===== src/include/sync_ctrl_defines.vh =====
// Constants for the synchronization control block: byte offsets, field codes,
// reset values and timing counts.
// Assumes a 200 MHz core clock and a byte-wide register port.
`ifndef SYNC_CTRL_DEFINES_VH
`define SYNC_CTRL_DEFINES_VH

// ============================================================
// Byte offsets of the settings block
`define OFS_IN_MODE        5'h00
`define OFS_IN_EDGE        5'h01
`define OFS_IN_DIV_LO      5'h02
`define OFS_IN_DIV_HI      5'h03
`define OFS_RSVD_A         5'h04
`define OFS_OUT_SOURCE     5'h08
`define OFS_OUT_LEVEL      5'h09
`define OFS_OUT_DIV_LO     5'h0a
`define OFS_OUT_DIV_HI     5'h0b
`define OFS_OUT_DUR_B0     5'h0c
`define OFS_OUT_DUR_B1     5'h0d
`define OFS_OUT_DUR_B2     5'h0e
`define OFS_OUT_DUR_B3     5'h0f
`define OFS_RSVD_B         5'h10
`define OFS_LAST           5'h13

// ============================================================
// Trigger input modes
`define IN_COUNT_SECONDARY 8'h00
`define IN_SAMPLE_SECONDARY 8'h01
`define IN_MESSAGE_SECONDARY 8'h02
`define IN_COUNT_PRIMARY   8'h03
`define IN_SAMPLE_PRIMARY  8'h04
`define IN_MESSAGE_PRIMARY 8'h05
`define IN_COUNT_RECEIVER  8'h06

// Trigger input index inside the synchronizer group
`define SEL_PRIMARY        2'h0
`define SEL_SECONDARY      2'h1
`define SEL_RECEIVER       2'h2

// ============================================================
// Pulse output sources
`define OUT_NONE           8'h00
`define OUT_SAMPLE_START   8'h01
`define OUT_INERTIAL       8'h02
`define OUT_NAVIGATION     8'h03
`define OUT_RECEIVER       8'h06

// ============================================================
// Reset values
`define RST_IN_MODE        8'h03
`define RST_IN_EDGE        8'h00
`define RST_IN_DIV         16'h0000
`define RST_OUT_SOURCE     8'h00
`define RST_OUT_LEVEL      8'h01
`define RST_OUT_DIV        16'h0000
`define RST_OUT_DUR        32'h00989680

// ============================================================
// Timing
`define CLK_PERIOD_NS      32'h00000005
`define SAMPLE_PERIOD_NS   5000000
`define CLK_PERIOD_NS_INT  5
`define SAMPLE_CYCLES      (`SAMPLE_PERIOD_NS / `CLK_PERIOD_NS_INT)

`endif


===== src/core/event_divider.v =====
// Skip counter: fires once after every skip-plus-one events.
// Assumes i_event and i_clear come from logic on i_core_clk.
`default_nettype none

module event_divider #(
    parameter W = 16
) (
    input wire i_core_clk,
    input wire i_sys_rst,
    input wire i_clear,
    input wire i_event,
    input wire [W-1:0] i_skip,
    output reg o_fire
);

    reg [W-1:0] count_ff;

    // ============================================================
    // Counter
    // A clear in the same cycle as an event drops that event, so the new
    // division always starts from a known phase.
    always @(posedge i_core_clk or posedge i_sys_rst) begin
        if (i_sys_rst) begin
            count_ff <= {W{1'b0}};
            o_fire <= 1'b0;
        end else if (i_clear) begin
            count_ff <= {W{1'b0}};
            o_fire <= 1'b0;
        end else if (i_event) begin
            if (count_ff >= i_skip) begin
                count_ff <= {W{1'b0}};
                o_fire <= 1'b1;
            end else begin
                count_ff <= count_ff + {{(W-1){1'b0}}, 1'b1};
                o_fire <= 1'b0;
            end
        end else begin
            o_fire <= 1'b0;
        end
    end

endmodule // event_divider

`default_nettype wire


===== src/core/sync_in_out_control.v =====
// Synchronization control: trigger selection and qualification,
// event actions, and the programmable sync output pulse.
// Assumes a byte-wide register port driven from i_core_clk logic;
// trigger pins may be asynchronous to it.
`include "sync_ctrl_defines.vh"
`default_nettype none

module sync_in_out_control #(
    parameter SAMPLE_CYCLES = `SAMPLE_CYCLES
) (
    input wire i_core_clk,
    input wire i_sys_rst,
    // Register port.
    input wire i_reg_wr,
    input wire i_reg_rd,
    input wire [4:0] i_reg_addr,
    input wire [7:0] i_reg_wdata,
    output reg [7:0] o_reg_rdata,
    output reg o_reg_rvalid,
    // Trigger pins.
    input wire i_sync_in_primary,
    input wire i_sync_in_secondary,
    input wire i_receiver_timing_pulse,
    // Same-clock status from the rest of the unit.
    input wire i_inertial_results_ready,
    input wire i_navigation_solution_ready,
    input wire i_receiver_fix_valid,
    // Event outputs.
    output reg o_sample_start,
    output reg o_message_request,
    output reg [31:0] o_trigger_count,
    output reg o_sync_out
);

    // ============================================================
    // Decode helpers
    function [1:0] input_select;
        input [7:0] mode;
        begin
            if (mode <= `IN_MESSAGE_SECONDARY) begin
                input_select = `SEL_SECONDARY;
            end else if (mode <= `IN_MESSAGE_PRIMARY) begin
                input_select = `SEL_PRIMARY;
            end else begin
                input_select = `SEL_RECEIVER;
            end
        end
    endfunction

    function is_count_mode;
        input [7:0] mode;
        begin
            is_count_mode = (mode == `IN_COUNT_SECONDARY) ||
                            (mode == `IN_COUNT_PRIMARY) ||
                            (mode == `IN_COUNT_RECEIVER);
        end
    endfunction

    // ============================================================
    // Settings registers
    reg [7:0] trigger_input_mode_ff;
    reg [7:0] trigger_input_edge_ff;
    reg [15:0] trigger_input_divider_ff;
    reg [7:0] pulse_output_source_ff;
    reg [7:0] pulse_output_level_ff;
    reg [15:0] pulse_output_divider_ff;
    reg [31:0] pulse_output_duration_ff;
    reg in_clear_ff;
    reg out_clear_ff;

    wire wr_in_cfg;
    wire wr_out_cfg;

    assign wr_in_cfg = i_reg_wr && ((i_reg_addr == `OFS_IN_MODE) ||
                                    (i_reg_addr == `OFS_IN_DIV_LO) ||
                                    (i_reg_addr == `OFS_IN_DIV_HI));
    assign wr_out_cfg = i_reg_wr && ((i_reg_addr == `OFS_OUT_SOURCE) ||
                                     (i_reg_addr == `OFS_OUT_DIV_LO) ||
                                     (i_reg_addr == `OFS_OUT_DIV_HI));

    always @(posedge i_core_clk or posedge i_sys_rst) begin
        if (i_sys_rst) begin
            trigger_input_mode_ff <= `RST_IN_MODE;
            trigger_input_edge_ff <= `RST_IN_EDGE;
            trigger_input_divider_ff <= `RST_IN_DIV;
            pulse_output_source_ff <= `RST_OUT_SOURCE;
            pulse_output_level_ff <= `RST_OUT_LEVEL;
            pulse_output_divider_ff <= `RST_OUT_DIV;
            pulse_output_duration_ff <= `RST_OUT_DUR;
            in_clear_ff <= 1'b0;
            out_clear_ff <= 1'b0;
        end else begin
            in_clear_ff <= wr_in_cfg;
            out_clear_ff <= wr_out_cfg;
            if (i_reg_wr) begin
                // Reserved offsets fall through and are discarded.
                case (i_reg_addr)
                    `OFS_IN_MODE: trigger_input_mode_ff <= i_reg_wdata;
                    `OFS_IN_EDGE: trigger_input_edge_ff <= i_reg_wdata;
                    `OFS_IN_DIV_LO: trigger_input_divider_ff[7:0] <= i_reg_wdata;
                    `OFS_IN_DIV_HI: trigger_input_divider_ff[15:8] <= i_reg_wdata;
                    `OFS_OUT_SOURCE: pulse_output_source_ff <= i_reg_wdata;
                    `OFS_OUT_LEVEL: pulse_output_level_ff <= i_reg_wdata;
                    `OFS_OUT_DIV_LO: pulse_output_divider_ff[7:0] <= i_reg_wdata;
                    `OFS_OUT_DIV_HI: pulse_output_divider_ff[15:8] <= i_reg_wdata;
                    `OFS_OUT_DUR_B0: begin
                        pulse_output_duration_ff[7:0] <= i_reg_wdata;
                    end
                    `OFS_OUT_DUR_B1: begin
                        pulse_output_duration_ff[15:8] <= i_reg_wdata;
                    end
                    `OFS_OUT_DUR_B2: begin
                        pulse_output_duration_ff[23:16] <= i_reg_wdata;
                    end
                    `OFS_OUT_DUR_B3: begin
                        pulse_output_duration_ff[31:24] <= i_reg_wdata;
                    end
                    default: begin
                    end
                endcase
            end
        end
    end

    // ============================================================
    // Register read
    reg [7:0] nxt_rdata;

    always @* begin
        nxt_rdata = 8'h00;
        case (i_reg_addr)
            `OFS_IN_MODE: nxt_rdata = trigger_input_mode_ff;
            `OFS_IN_EDGE: nxt_rdata = trigger_input_edge_ff;
            `OFS_IN_DIV_LO: nxt_rdata = trigger_input_divider_ff[7:0];
            `OFS_IN_DIV_HI: nxt_rdata = trigger_input_divider_ff[15:8];
            `OFS_OUT_SOURCE: nxt_rdata = pulse_output_source_ff;
            `OFS_OUT_LEVEL: nxt_rdata = pulse_output_level_ff;
            `OFS_OUT_DIV_LO: nxt_rdata = pulse_output_divider_ff[7:0];
            `OFS_OUT_DIV_HI: nxt_rdata = pulse_output_divider_ff[15:8];
            `OFS_OUT_DUR_B0: nxt_rdata = pulse_output_duration_ff[7:0];
            `OFS_OUT_DUR_B1: nxt_rdata = pulse_output_duration_ff[15:8];
            `OFS_OUT_DUR_B2: nxt_rdata = pulse_output_duration_ff[23:16];
            `OFS_OUT_DUR_B3: nxt_rdata = pulse_output_duration_ff[31:24];
            default: nxt_rdata = 8'h00;
        endcase
    end

    always @(posedge i_core_clk or posedge i_sys_rst) begin
        if (i_sys_rst) begin
            o_reg_rdata <= 8'h00;
            o_reg_rvalid <= 1'b0;
        end else begin
            o_reg_rvalid <= i_reg_rd;
            if (i_reg_rd) begin
                o_reg_rdata <= nxt_rdata;
            end
        end
    end

    // ============================================================
    // Trigger input path
    wire [2:0] pin_level;
    wire [2:0] pin_edge;
    wire [1:0] sel;
    wire sel_edge;
    wire sync_in_event;

    trigger_sync #(
        .N(3)
    ) u_trigger_sync (
        .i_core_clk(i_core_clk),
        .i_sys_rst(i_sys_rst),
        .i_pins({i_receiver_timing_pulse, i_sync_in_secondary, i_sync_in_primary}),
        .i_falling(trigger_input_edge_ff[0]),
        .o_level(pin_level),
        .o_edge(pin_edge)
    );

    assign sel = input_select(trigger_input_mode_ff);
    assign sel_edge = pin_edge[sel];

    event_divider #(
        .W(16)
    ) u_in_divider (
        .i_core_clk(i_core_clk),
        .i_sys_rst(i_sys_rst),
        .i_clear(in_clear_ff),
        .i_event(sel_edge),
        .i_skip(trigger_input_divider_ff),
        .o_fire(sync_in_event)
    );

    // ============================================================
    // Internal sample pacing
    // The divider free-runs in every mode so a return to a counting mode
    // keeps the existing phase rather than restarting it.
    reg [31:0] pace_cnt_ff;
    reg pace_tick_ff;

    always @(posedge i_core_clk or posedge i_sys_rst) begin
        if (i_sys_rst) begin
            pace_cnt_ff <= 32'h00000000;
            pace_tick_ff <= 1'b0;
        end else if (pace_cnt_ff >= SAMPLE_CYCLES - 1) begin
            pace_cnt_ff <= 32'h00000000;
            pace_tick_ff <= 1'b1;
        end else begin
            pace_cnt_ff <= pace_cnt_ff + 32'h00000001;
            pace_tick_ff <= 1'b0;
        end
    end

    // ============================================================
    // Sync-in actions
    wire sample_mode;
    wire message_mode;

    assign sample_mode = (trigger_input_mode_ff == `IN_SAMPLE_SECONDARY) ||
                         (trigger_input_mode_ff == `IN_SAMPLE_PRIMARY);
    assign message_mode = (trigger_input_mode_ff == `IN_MESSAGE_SECONDARY) ||
                          (trigger_input_mode_ff == `IN_MESSAGE_PRIMARY);

    // Externally paced sampling relies on the source holding 200 Hz; no rate
    // check is made here.
    always @(posedge i_core_clk or posedge i_sys_rst) begin
        if (i_sys_rst) begin
            o_sample_start <= 1'b0;
            o_message_request <= 1'b0;
            o_trigger_count <= 32'h00000000;
        end else begin
            if (sample_mode) begin
                o_sample_start <= sync_in_event;
            end else begin
                o_sample_start <= pace_tick_ff;
            end
            o_message_request <= message_mode & sync_in_event;
            if (is_count_mode(trigger_input_mode_ff) && sync_in_event) begin
                o_trigger_count <= o_trigger_count + 32'h00000001;
            end
        end
    end

    // ============================================================
    // Pulse output source selection
    reg pps_prev_ff;
    reg src_event;
    wire pps_rise;
    wire out_fire;

    always @(posedge i_core_clk or posedge i_sys_rst) begin
        if (i_sys_rst) begin
            pps_prev_ff <= 1'b0;
        end else begin
            pps_prev_ff <= pin_level[`SEL_RECEIVER];
        end
    end

    assign pps_rise = pin_level[`SEL_RECEIVER] & ~pps_prev_ff;

    always @* begin
        case (pulse_output_source_ff)
            `OUT_SAMPLE_START: src_event = o_sample_start;
            `OUT_INERTIAL: src_event = i_inertial_results_ready;
            `OUT_NAVIGATION: src_event = i_navigation_solution_ready;
            `OUT_RECEIVER: src_event = pps_rise & i_receiver_fix_valid;
            default: src_event = 1'b0;
        endcase
    end

    event_divider #(
        .W(16)
    ) u_out_divider (
        .i_core_clk(i_core_clk),
        .i_sys_rst(i_sys_rst),
        .i_clear(out_clear_ff),
        .i_event(src_event),
        .i_skip(pulse_output_divider_ff),
        .o_fire(out_fire)
    );

    // ============================================================
    // Pulse timing
    // The remaining time is kept in nanoseconds and drops by one clock period
    // per cycle, so any width rounds up to whole cycles; zero gives one cycle.
    reg pulse_active_ff;
    reg [31:0] remain_ns_ff;

    always @(posedge i_core_clk or posedge i_sys_rst) begin
        if (i_sys_rst) begin
            pulse_active_ff <= 1'b0;
            remain_ns_ff <= 32'h00000000;
        end else if (pulse_output_source_ff == `OUT_NONE) begin
            pulse_active_ff <= 1'b0;
            remain_ns_ff <= 32'h00000000;
        end else if (out_fire && !pulse_active_ff) begin
            pulse_active_ff <= 1'b1;
            remain_ns_ff <= pulse_output_duration_ff;
        end else if (pulse_active_ff) begin
            if (remain_ns_ff <= `CLK_PERIOD_NS) begin
                pulse_active_ff <= 1'b0;
                remain_ns_ff <= 32'h00000000;
            end else begin
                remain_ns_ff <= remain_ns_ff - `CLK_PERIOD_NS;
            end
        end
    end

    // ============================================================
    // Output pin
    always @(posedge i_core_clk or posedge i_sys_rst) begin
        if (i_sys_rst) begin
            o_sync_out <= 1'b0;
        end else begin
            o_sync_out <= pulse_output_level_ff[0] ? pulse_active_ff
                                                   : ~pulse_active_ff;
        end
    end

endmodule // sync_in_out_control

`default_nettype wire


===== src/core/trigger_sync.v =====
// Two-stage synchronizers and edge detectors for a group of trigger pins.
// Assumes the pins are asynchronous to i_core_clk.
`default_nettype none

module trigger_sync #(
    parameter N = 3
) (
    input wire i_core_clk,
    input wire i_sys_rst,
    input wire [N-1:0] i_pins,
    input wire i_falling,
    output wire [N-1:0] o_level,
    output reg [N-1:0] o_edge
);

    reg [N-1:0] meta_ff;
    reg [N-1:0] sync_ff;
    reg [N-1:0] prev_ff;

    // ============================================================
    // Synchronizer and edge qualification
    genvar g;
    generate
        for (g = 0; g < N; g = g + 1) begin : g_pin
            always @(posedge i_core_clk or posedge i_sys_rst) begin
                if (i_sys_rst) begin
                    meta_ff[g] <= 1'b0;
                    sync_ff[g] <= 1'b0;
                    prev_ff[g] <= 1'b0;
                    o_edge[g] <= 1'b0;
                end else begin
                    meta_ff[g] <= i_pins[g];
                    sync_ff[g] <= meta_ff[g];
                    prev_ff[g] <= sync_ff[g];
                    o_edge[g] <= i_falling ? (prev_ff[g] & ~sync_ff[g])
                                           : (~prev_ff[g] & sync_ff[g]);
                end
            end
        end
    endgenerate

    assign o_level = sync_ff;

endmodule // trigger_sync

`default_nettype wire


===== config.mk =====
export PLATFORM = sky130hd
export DESIGN_NAME = sync_in_out_control
export DESIGN_NICKNAME = d
export VERILOG_FILES = /design/src/core/event_divider.v /design/src/core/sync_in_out_control.v /design/src/core/trigger_sync.v
export VERILOG_INCLUDE_DIRS = /design/src /design/src/include
export SDC_FILE = /design/constraint.sdc
export NUM_CORES = 1
export LEC_CHECK = 0
export ABC_CLOCK_PERIOD_IN_PS = 31600
export BUFFER_PORTS_ARGS = -buffer_cell sky130_fd_sc_hd__buf_2
export CAP_MARGIN = 0
export CELL_PAD_IN_SITES_DETAIL_PLACEMENT = 1
export CELL_PAD_IN_SITES_GLOBAL_PLACEMENT = 2
export CORE_ASPECT_RATIO = 0.9
export CORE_MARGIN = 2
export CORE_UTILIZATION = 44
export DETAILED_ROUTE_END_ITERATION = 8
export PLACE_DENSITY = 0.85
export SYNTH_ARGS = -nofsm -noshare
export SYNTH_HDL_FRONTEND = slang
export SYNTH_SLANG_ARGS = --single-unit

===== constraint.sdc =====
create_clock -name i_core_clk -period 31.6 [get_ports i_core_clk]
set_input_delay 9.48 -clock i_core_clk [delete_from_list [all_inputs] [get_ports i_core_clk]]
set_output_delay 9.48 -clock i_core_clk [all_outputs]
set_load 0.01 [all_outputs]

## After elaboration in Yosys (flattened, before gate mapping)

Index checks and enable logic that the tools add are counted.

| storage, ports and cells | value |
|---|---|
| input bits | 23 |
| memory bits (read-only) | 0 |
| logic and storage cells | 152 |
| memories kept | 0 |
| latch bits | 0 |
| bits in writable memories | 0 |
| bits in registers | 254 |

| cells by class | value |
|---|---|
| eq/ne operators | 21 |
| reductions and logical operators | 31 |
| div/mod/pow operators | 0 |
| shift operators | 0 |
| multiply operators | 0 |
| magnitude comparators | 7 |
| add/subtract/negate cells | 5 |
| multiplexer cells | 33 |
| bitwise gates (word level) | 15 |

Operator list:

| operator | number |
|---|---|
| $mux W32 | 5 |
| $mux W16 | 6 |
| $pmux W8 S12 | 1 |
| $add A32 B1 Y32 const B | 2 |
| $eq A5 B4 Y1 const B | 8 |
| $add A16 B1 Y16 const B | 2 |
| $eq A8 B2 Y1 const B | 4 |
| $eq A8 B3 Y1 const B | 4 |
| $ge A16 B16 Y1 | 2 |
| $ge A32 B20 Y1 const B | 1 |
| $le A32 B3 Y1 const B | 1 |
| $sub A32 B3 Y32 const B | 1 |
| $reduce_and A2 Y1 | 12 |
| $mux W1 | 17 |
| $eq A8 B1 Y1 const B | 2 |
| $logic_not A8 Y1 | 2 |
| $eq A5 B2 Y1 const B | 2 |
| $and A1 B1 Y1 | 8 |
| $le A8 B2 Y1 const B | 1 |
| $le A8 B3 Y1 const B | 1 |
| $logic_or A1 B1 Y1 | 8 |
| $not A1 Y1 | 7 |
| $eq A5 B1 Y1 const B | 1 |
| $logic_not A5 Y1 | 1 |
| 8 further kinds | 13 |

## Longest topological paths before layout

Gate-level depths: netlist of run 1.

| logic depth | value |
|---|---|
| depth in word-level cells | 7 |
| gate-level depth with buffers | 10 |
| mapped depth without buffers | 8 |

## Modules after synthesis

A second synthesis of run 1 with hierarchy kept.

| second synthesis, totals | value |
|---|---|
| cells, all modules | 1,269 |
| area, all modules | 13,075.0 um^2 |

Modules (own cells, without submodules):

| module | cells each | instances | area an instance (um^2) |
|---|---|---|---|
| sync_in_out_control | 933 | 1 | 10,044.6 |
| event_divider | 157 | 2 | 1,336.3 |
| trigger_sync | 22 | 1 | 357.8 |

## Worst setup path after synthesis of run 1

OpenSTA, ideal clock, no wires.

| timing | value |
|---|---|
| kind | in2reg |
| start | in i_reg_addr[3] |
| end | reg pulse_output_source_ff[0] |
| slack | 20.064 ns |
| stages | 6 |
| path buffers | 2 |
| arrival time | 11.412 ns |
| cell sequence | clkbuf_1 -> or3b_2 -> clkbuf_1 -> nor3_1 -> nand2_1 -> mux2_2 |

| between the ends | value |
|---|---|
| longest elaborated chain between the ends | 2 |

RTL lines:

| what | line | RTL |
|---|---|---|
| start: declaration | sync_in_out_control.v:16 | `input wire [4:0] i_reg_addr,` |
| $eq A5 B4 Y1 | sync_in_out_control.v:97 | `case (i_reg_addr)` |
| $reduce_and A2 Y1 (no source line) | -- |  |
| end signal: assignment | sync_in_out_control.v:86 | `` pulse_output_source_ff <= `RST_OUT_SOURCE; `` |
| end signal: assignment | sync_in_out_control.v:102 | `` `OFS_OUT_SOURCE: pulse_output_source_ff <= i_reg_wdata; `` |
| end: declaration | sync_in_out_control.v:64 | `reg [7:0] pulse_output_source_ff;` |

No other way between the ends.
A chain may end at the register's enable or synchronous reset.

## Worst setup path after layout of run 1

| timing | value |
|---|---|
| start | in i_reg_addr[0] |
| end | reg pulse_output_source_ff[0] |

The elaborated chain is that of the path after synthesis.

==> impl_metrics.toml, run 1 <==
[finish]
layout.cells.non_filler = 1660
syn_to_final_growth_pct = 14.0
fill_cells = 3108
antenna-diode-count = 0
drive_above_1_share = 0.184
final_area_um2 = 14300
nets = 1340

[timing]
setup_violations = 0
slew_headroom = 0.213
clock_skew_ps = 14.7
drv_slew = 0
tightest_slew_ps = 1170
fin_tns_setup_ps = 0
post-route-period-util = 0.363
finalHoldViolations = 0
max_freq_ghz = 0.0872
rsz0062_at_grt = "no"
finalCriticalPeriod_ps = 11470

[floorplanning]
coreArea_um2 = 28000
die_h_um = 164
die_area_um2 = 29800
initial_core_util = 0.447
dieWidth_um = 182
ioPinCount = 67
rows = 58

[worst_setup_path]
r2r_setup_slack_ps = 28320
cp-start-kind = "primary input"
cp_cell_sequence = "buf_2 > or3b_2 > nor3_1 > nand2_1 > mux2_2"
required_ps = 32020
critPathMaxFanout = 22
timing.rr.start = "remain_ns_ff[14]$_DFFE_PP0P_"
critPathArrivalTime_ps = 11890
r2r_cells = 6
end_kind = "flip-flop"
critPathSlowestCell = "nor3_1"
path_class = "in -> reg"
crit_path_max_incr_delay_ps = 810
r2r-end = "remain_ns_ff[17]$_DFFE_PP0P_"

[yosys]
ys_warn_count = 0
synth_cell_types = 67
syn_avg_cell_area_um2 = 10.4
synth_edf_count = 0
syn_area_um2 = 12500
synth_ff_type = "dfrtp_1"
synthMuxAreaShare = 0.0798
synth-xor-area-share = 0.0531
synthCells = 1205
synthArstFlopShare = 1.00
synth_compound_area_frac = 0.116
synth_top_family_by_area = "simple AND/OR/NAND/NOR gates"
synth-seq-cells = 254
seq_area_frac_synth = 0.508
synth_simple_gate_area_share = 0.175
synthAdderAreaFrac = 0.0380

[clock_tree]
cts_resized = 0
clk_pin_slew_ps = 60
clkSinkCount = 254
clk_latency_ps = 550
postCtsSetupBuffers = 0
htreeDepth = 1
cts.path.max_buffers = 3
cts_hold_buf = 0
root_buffer = "clkbuf_16"
cts_tree = "done"
cts_buffers = 29

[global_route]
grt_first_pass_wirelength_mm = 56.7
grt.overflow.total = 0
grt_pass1_vias = 10100
grt_usage = 0.242
antenna_found_initial = 1
grt_max_degree = 115

[run_status]
outcome = "finished, final reports clean"

[placed_design]
placed_area_um2 = 13300
globalplace.congestion = 0.858
dpl.cell_count = 1608
numPortBuffers = 66
hpwl_mm = 25.1

[drt]
drt_wl_total_mm = 35.4
via_count = 9693
drtAntennaViolNets = 0
drt-wirelength-per-cell_um = 21.3
drt_first_pass_iters = 8
viasPerCell = 5.84
drc = 0
drt_iter0_drc = 621

[run]
cap_viol_max_count = 0

[pwr]
power.internal_uw = 634
irDropWorstVdd_mv = 0.0429
sw_frac_of_total = 0.281
combPwrFrac = 0.136
p_sw_uw = 248
p_leak_uw = 0.00661
cellPowerDensity_nw_per_um2 = 61.7
seqPwrFrac = 0.460
power_frac_clock = 0.404

[min_path]
min_path_type = "reg -> reg"
hold_start = "u_trigger_sync.meta_ff[2]$_DFF_PP0_"
hold_end = "u_trigger_sync.o_level[2]$_DFF_PP0_"
hold_depth = 0
-- synth_stat cells (all sizes together), types with 5 or more instances --
master / number / area share
clkbuf: 41 / 0.012
a21oi: 21 / 0.0084
nand3: 56 / 0.022
or3: 10 / 0.0050
nand4: 25 / 0.012
nor2: 89 / 0.027
nand3b: 15 / 0.0090
nor2b: 5 / 0.0025
o22ai: 9 / 0.0045
nand2b: 13 / 0.0065
nor3b: 10 / 0.0064
and3: 23 / 0.011
nor4: 16 / 0.0080
ha: 38 / 0.038
mux2: 87 / 0.078
nand2: 118 / 0.035
xnor2: 41 / 0.029
dfrtp: 243 / 0.49
o21ai: 63 / 0.025
a211oi: 9 / 0.0054
or4: 8 / 0.0051
a22oi: 30 / 0.018
a21o: 9 / 0.0054
or2: 6 / 0.0030
xor2: 35 / 0.024
inv: 52 / 0.016
a31oi: 6 / 0.0030
a221oi: 8 / 0.0056
a22o: 16 / 0.011
dfstp: 11 / 0.023
and2: 5 / 0.0025
nor3: 29 / 0.012
-- kinds of logic (layout without fill, tap and decap cells) --
family                   count (synthesis)  in the layout
AND/OR/NAND/NOR                        438            438
other                                    1             12
multiplexers                            89             89
buffers and inverters                   96            180
flip-flops                             254            254
AO/OA/AOI/OAI                          213            213
XOR/XNOR                                76             76
adder cells (fa/ha/maj)                 38             38
-- layout make-up --
cell class	count	area [µm²]	share of cell area
clock buffer	36	802	0.0562
inverter	52	203	0.0142
timing repair buffer	76	405	0.0284
clock inverter	16	213	0.0149
tap	360	450	0.0315
sequential	254	6370	0.446
multi-input combinational	866	5840	0.409
-- flip-flops by register name, summed over array words and instances (netlist names), 16 cells and up --
register                  flops
u_out_divider.count_ff       16
pulse_output_divider_ff      16
o_trigger_count              32
u_in_divider.count_ff        16
trigger_input_divider_ff     16
pulse_output_duration_ff     32
pace_cnt_ff                  32
remain_ns_ff                 32
-- stage by stage --
stage | hold WS (ps) | setup WS [ps] | power, µW | utilization
final | 348 | 20130 | 882 | 0.510
after global routing | 359 | 19760 | 921 | 0.510
after CTS | 350 | 20070 | 888 | 0.510
after detailed placement | 336 | 19490 | 529 | 0.474
after global placement | 336 | 19530 | 521 | 0.474
after floorplan | 331 | 15150 | 477 | -
-- worst max-delay path by stage --
stage / cells after the start / slack (ps) / end / startpoint
after floorplan: 1 / 15150 / in_clear_ff$_DFF_PP0_ / i_sys_rst
after global placement: 4 / 19530 / o_trigger_count[28]$_DFFE_PP0P_ / i_sys_rst
after detailed placement: 4 / 19490 / o_trigger_count[31]$_DFFE_PP0P_ / i_sys_rst
after CTS: 4 / 20070 / o_trigger_count[28]$_DFFE_PP0P_ / i_sys_rst
after global routing: 4 / 19760 / o_trigger_count[6]$_DFFE_PP0P_ / i_sys_rst
final: 5 / 20130 / pulse_output_source_ff[0]$_DFFE_PP0P_ / i_reg_addr[0]
-- layout by cell type, fill, tap and decap left out, drive strengths merged, types with 23 or more instances in the layout --
master,instances
inv,52
clkbuf,36
ha,38
and3,23
nand3,56
mux2,87
dfrtp,243
nand4,25
o21ai,63
nand2,118
a22oi,30
xor2,35
buf,76
nor2,89
xnor2,41
nor3,29
-- per-layer routing --
layer	global-route usage	wire length, µm
met5	0	10
met4	0.0554	712
met3	0.0350	1650
met2	0.387	15900
met1	0.350	17100
-- worst max-delay path, delay by kind of cell --
| family | cells | cell delay [ps] |
|---|---|---|
| mux | 1 | 390 |
| simple gates | 3 | 1810 |
| buf+inv | 1 | 210 |
-- power by group through the flow --
| stage | clock network, µW | logic [µW] | registers (µW) |
|---|---|---|---|
| global route | 376 | 135 | 410 |
| detailed placement | 0 | 119 | 410 |
| CTS | 363 | 120 | 405 |
| finish | 356 | 120 | 406 |
| global placement | 0 | 112 | 409 |
| floorplan | 0 | 86.8 | 390 |
No activity file was read; power rests on OpenSTA's default activity.
==> run 2, diff against run 1 <==
--- a/config.mk
+++ b/config.mk
@@ -6,16 +6,16 @@
 export SDC_FILE = /design/constraint.sdc
 export NUM_CORES = 1
 export LEC_CHECK = 0
-export ABC_CLOCK_PERIOD_IN_PS = 31600
+export ABC_CLOCK_PERIOD_IN_PS = 9940
 export BUFFER_PORTS_ARGS = -buffer_cell sky130_fd_sc_hd__buf_2
 export CAP_MARGIN = 0
 export CELL_PAD_IN_SITES_DETAIL_PLACEMENT = 1
 export CELL_PAD_IN_SITES_GLOBAL_PLACEMENT = 2
 export CORE_ASPECT_RATIO = 0.9
 export CORE_MARGIN = 2
-export CORE_UTILIZATION = 44
+export CORE_UTILIZATION = 37
 export DETAILED_ROUTE_END_ITERATION = 8
-export PLACE_DENSITY = 0.85
+export PLACE_DENSITY = 0.76
 export SYNTH_ARGS = -nofsm -noshare
 export SYNTH_HDL_FRONTEND = slang
 export SYNTH_SLANG_ARGS = --single-unit
==> constraint.sdc (replaced) <==
create_clock -name i_core_clk -period 9.94 [get_ports i_core_clk]
set_input_delay 2.982 -clock i_core_clk [delete_from_list [all_inputs] [get_ports i_core_clk]]
set_output_delay 2.982 -clock i_core_clk [all_outputs]
set_load 0.01 [all_outputs]
==> run 2 against run 1 <==
Against the previous run:
- sequential power rose to 3.2 times the previous value
- register-to-register slack got worse by 22000 ps
- die area rose by 18%
- critical path type unchanged
- critical endpoint is now pulse_output_source_ff[2]$_DFFE_PP0P_
- wire length rose by 1.3%
- highest routed layer is now met4
- hold slack improved by 6.0 ps
- cell count rose by 5.8%
==> impl_metrics.toml, run 2 (synthesis gave the netlist of run 1 again) <==
[finish]
nets = 1340
fill_cells = 3709
final_cell_mix = "dfrtp_1 (243), nand2_1 (118), nor2_1 (89)"
antenna-diode-count = 0
syn_to_final_growth_pct = 14.8
drive_above_1_share = 0.181
final_area_um2 = 14400
layout_commonest_cell = "dfrtp_1"

[worst_setup_path]
cp-start-kind = "primary input"
timing.rr.start = "remain_ns_ff[14]$_DFFE_PP0P_"
r2r_cells = 6
required_ps = 10370
path_class = "in -> reg"
r2r_setup_slack_ps = 6600
critPathArrivalTime_ps = 5430
r2r-end = "remain_ns_ff[17]$_DFFE_PP0P_"
critPathMaxFanout = 22
end_kind = "flip-flop"

[min_path]
hold_end = "u_trigger_sync.o_level[0]$_DFF_PP0_"
hold_start = "u_trigger_sync.meta_ff[0]$_DFF_PP0_"
min_path_type = "reg -> reg"
hold_depth = 0

[placed_design]
hpwl_mm = 25.2
numPortBuffers = 66
globalplace.congestion = 0.860
placed_area_um2 = 13400

[timing]
finalCriticalPeriod_ps = 5000
rsz0062_at_grt = "no"
post-route-period-util = 0.503
drv_slew = 0
max_freq_ghz = 0.200
setup_violations = 0
fin_tns_setup_ps = 0
finalHoldViolations = 0
slew_headroom = 0.258
clock_skew_ps = 12.3
tightest_slew_ps = 1100

[floorplanning]
dieWidth_um = 198
coreArea_um2 = 33200
die_area_um2 = 35400
ioPinCount = 67
initial_core_util = 0.378
die_h_um = 179
rows = 63

[drt]
via_count = 9690
viasPerCell = 5.52
drt_first_pass_iters = 5
drt_iter0_drc = 576
drtAntennaViolNets = 0
drt_wl_total_mm = 35.8
drc = 0
drt-wirelength-per-cell_um = 20.4

[clock_tree]
cts_hold_buf = 0
cts_buffers = 29
clk_pin_slew_ps = 60
clk_latency_ps = 560
htreeDepth = 1
root_buffer = "clkbuf_16"
clkSinkCount = 254
cts_resized = 0
postCtsSetupBuffers = 0
cts.path.max_buffers = 3
cts_tree = "done"

[global_route]
grt_max_degree = 187
grt_pass1_vias = 9971
grt.overflow.total = 0
grt_usage = 0.209
antenna_found_initial = 0
grt_first_pass_wirelength_mm = 57.6

[run_status]
outcome = "finished, final reports clean"

[run]
cap_viol_max_count = 0

[pwr]
cellPowerDensity_nw_per_um2 = 193
p_leak_uw = 0.00659
irDropWorstVdd_mv = 0.127
## run 2: cell count changes in the layout (fill, tap and decap cells not counted), moves of 2 or more
cell and delta:
bufinv_16 -2, clkinv_2 -5, clkbuf_8 +3, clkbuf_1 +5
## run 2: worst max-delay path: stages
cell	delay, ps
buf_2	210
or3b_2	560
nor3_1	810
nand2_1	460
mux2_2	390
## run 2: metal layers
| metal | GRT usage | share of wire | vias to the layer above |
|---|---|---|---|
| met1 | 0.309 | 0.50 | 4957 |
| met4 | 0.0373 | 0.014 | 0 |
| met3 | 0.0342 | 0.051 | 40 |
| li1 | - | - | 4490 |
| met5 | 0 | 0 | - |
| met2 | 0.325 | 0.44 | 203 |
## run 2: per-stage QoR
stage / setup slack (ps) / hold slack [ps] / cells / total power (µW) / utilization
finish: 4940 / 354 / 1756 / 2780 / 0.433
global route: 4760 / 372 / 1756 / 2910 / 0.433
CTS: 5040 / 359 / 1756 / 2810 / 0.433
detailed placement: 4500 / 346 / 1703 / 1690 / 0.404
global placement: 4550 / 335 / 1703 / 1670 / 0.404
floorplan: 3620 / 331 / 1216 / 1520 / -
## run 2: worst max-delay path by stage
stage	startpoint	end	slack, ps	cells after the start
global route	i_reg_addr[0]	pulse_output_source_ff[6]$_DFFE_PP0P_	4760	5
floorplan	i_sys_rst	in_clear_ff$_DFF_PP0_	3620	1
finish	i_reg_addr[0]	pulse_output_source_ff[2]$_DFFE_PP0P_	4940	5
CTS	i_reg_addr[0]	pulse_output_source_ff[6]$_DFFE_PP0P_	5040	5
global placement	i_reg_addr[0]	pulse_output_source_ff[7]$_DFFE_PP0P_	4550	5
detailed placement	i_reg_addr[0]	pulse_output_source_ff[6]$_DFFE_PP0P_	4500	5
## run 2: power breakdown
| part | leakage, µW | internal, µW | total [µW] | switching [µW] |
|---|---|---|---|---|
| Combinational | 0.00282 | 163 | 378 | 216 |
| Clock | 0.000482 | 673 | 1110 | 438 |
| Sequential | 0.00329 | 1150 | 1290 | 139 |
## run 2: area by class of cell
class / count / area, µm² / share of cell area
Sequential cell: 254 / 6370 / 0.443
Multi-Input combinational cell: 866 / 5840 / 0.406
Clock buffer: 44 / 862 / 0.0599
Tap cell: 455 / 569 / 0.0396
Timing Repair Buffer: 76 / 418 / 0.0291
Inverter: 52 / 199 / 0.0138
Clock inverter: 9 / 129 / 0.00896
==> run 3, diff against run 2 <==
--- a/config.mk
+++ b/config.mk
@@ -6,7 +6,7 @@
 export SDC_FILE = /design/constraint.sdc
 export NUM_CORES = 1
 export LEC_CHECK = 0
-export ABC_CLOCK_PERIOD_IN_PS = 9940
+export ABC_CLOCK_PERIOD_IN_PS = 4000
 export BUFFER_PORTS_ARGS = -buffer_cell sky130_fd_sc_hd__buf_2
 export CAP_MARGIN = 0
 export CELL_PAD_IN_SITES_DETAIL_PLACEMENT = 1
==> constraint.sdc (replaced) <==
create_clock -name i_core_clk -period 4 [get_ports i_core_clk]
set_input_delay 1.2 -clock i_core_clk [delete_from_list [all_inputs] [get_ports i_core_clk]]
set_output_delay 1.2 -clock i_core_clk [all_outputs]
set_load 0.01 [all_outputs]
==> run 3 against run 2 <==
Against the previous run:
- global-route usage down 0.093 points
- cell count increased by 0.63%
- largest power group unchanged
- count of clock-buffer cells in the layout decreased by 8
- register-to-register slack got worse by 5600 ps
==> impl_metrics.toml, run 3 (synthesis gave the netlist of run 1 again) <==
[floorplanning]
initial_core_util = 0.378
ioPinCount = 67
rows = 63
die_area_um2 = 35400
dieWidth_um = 198
die_h_um = 179
coreArea_um2 = 33200

[global_route]
grt_first_pass_wirelength_mm = 57.1
grt_usage = 0.208
grt_max_degree = 91
grt.overflow.total = 0
antenna_found_initial = 0
grt_pass1_vias = 9837

[worst_setup_path]
critPathSlowestCell = "or4_1"
cp-endpoint = "remain_ns_ff[7]$_DFFE_PP0P_"
critPathMaxFanout = 15
cp_cell_sequence = "or4_1 > nor3b_1 > nand4_1 > nand2_1 > buf_4 > o21ai_0 > a22o_1"
cp_num_buf_inv = 1
crit_path_max_incr_delay_ps = 610
r2r_cells = 7
critical_path_depth = 7
required_ps = 4460
end_kind = "flip-flop"
timing.rr.start = "remain_ns_ff[16]$_DFFE_PP0P_"
r2r_setup_slack_ps = 970
r2r-end = "remain_ns_ff[7]$_DFFE_PP0P_"
startpoint = "remain_ns_ff[16]$_DFFE_PP0P_"
path_class = "reg -> reg"
cp-start-kind = "flip-flop"
critPathArrivalTime_ps = 3490
critPathTopFamily = "simple AND/OR/NAND/NOR gates"

[pwr]
p_leak_uw = 0.00665
cellPowerDensity_nw_per_um2 = 472
total_power_uw = 6810
irDropWorstVdd_mv = 0.311

[clock_tree]
root_buffer = "clkbuf_16"
clk_latency_ps = 570
cts.path.max_buffers = 3
cts_hold_buf = 0
cts_buffers = 29
postCtsSetupBuffers = 0
cts_resized = 0
clk_pin_slew_ps = 60
clkSinkCount = 254
htreeDepth = 1
cts_tree = "done"

[finish]
antenna-diode-count = 0
syn_to_final_growth_pct = 15.3
layout_commonest_cell = "dfrtp_1"
final_area_um2 = 14500
drive_above_1_share = 0.191
final_cell_mix = "dfrtp_1 (243), nand2_1 (118), nor2_1 (89)"
nets = 1351

[drt]
drt_first_pass_iters = 5
drtAntennaViolNets = 0
drt_wl_total_mm = 35.7
viasPerCell = 5.44
met3WireLength_mm = 1.54
wl_met1_mm = 17.6
via_count = 9617
met2_length_mm = 15.8
routed.top_layer = "met4"
drt_iter0_drc = 558
drc = 0
drt-wirelength-per-cell_um = 20.2

[run_status]
outcome = "finished, final reports clean"

[timing]
max_freq_ghz = 0.330
post-route-period-util = 0.757
setup_violations = 0
tightest_slew_ps = 988
worst_slack_ps = 972
drv_slew = 0
finalHoldViolations = 0
slew_headroom = 0.339
clock_skew_ps = 22.3
finalCriticalPeriod_ps = 3030
rsz0062_at_grt = "no"

[placed_design]
placed_area_um2 = 13500
numPortBuffers = 66
hpwl_mm = 25.3
dp_slack_ps = 599
globalplace.congestion = 0.804

[run]
cap_viol_max_count = 0

[min_path]
min_path_type = "reg -> reg"
## run 3: changes by cell type in the layout (fill, tap and decap cells not counted), sizes merged
cell    delta
clkinv     +7
inv        +2
buf       +11
clkbuf     -8
bufinv     -1
## run 3: cell type report
cell class              instances  area [µm²]
fillers                      3685       18700
flip-flops and latches        254        6370
multi-input cells             866        5840
clock buffers                  36         802
well taps                     455         569
repair buffers                 87         526
inverters                      52         199
clock inverters                17         148
## run 3: per-layer routing
metal,GRT usage,vias up
met5,0,-
met1,0.307,4880
met4,0.0486,0
met2,0.322,183
met3,0.0289,49
li1,-,4505
## run 3: where the power goes
group | switching [µW] | internal [µW]
logic | 539 | 410
clock network | 1120 | 1550
registers | 331 | 2870
## run 3: worst min-delay path by stage
stage,slack [ps],endpoint,depth (start not counted),start
2_1_floorplan,330,u_trigger_sync.o_level[0]$_DFF_PP0_,0,u_trigger_sync.meta_ff[0]$_DFF_PP0_
3_3_place_gp,340,u_trigger_sync.o_level[0]$_DFF_PP0_,0,u_trigger_sync.meta_ff[0]$_DFF_PP0_
3_5_place_dp,340,u_trigger_sync.o_level[1]$_DFF_PP0_,0,u_trigger_sync.meta_ff[1]$_DFF_PP0_
4_1_cts,350,u_trigger_sync.o_level[1]$_DFF_PP0_,0,u_trigger_sync.meta_ff[1]$_DFF_PP0_
5_1_grt,360,u_trigger_sync.o_level[2]$_DFF_PP0_,0,u_trigger_sync.meta_ff[2]$_DFF_PP0_
6_report,350,u_trigger_sync.o_level[2]$_DFF_PP0_,0,u_trigger_sync.meta_ff[2]$_DFF_PP0_
## run 3: worst register-to-register path: stages (launching register included)
cell and delay, ps:
dfrtp_1 450, or4_1 610, nor3b_1 480, nand4_1 370, nand2_1 350, buf_4 280
o21ai_0 120, a22o_1 250
## run 3: stage by stage
stage                     utilization  setup TNS, ps  hold slack (ps)  std cells
after floorplan                     -        -129920              331       1216
after global placement          0.407              0              338       1714
after detailed placement        0.407              0              336       1714
after CTS                       0.435              0              350       1767
after global routing            0.435              0              356       1767
final                           0.435              0              348       1767
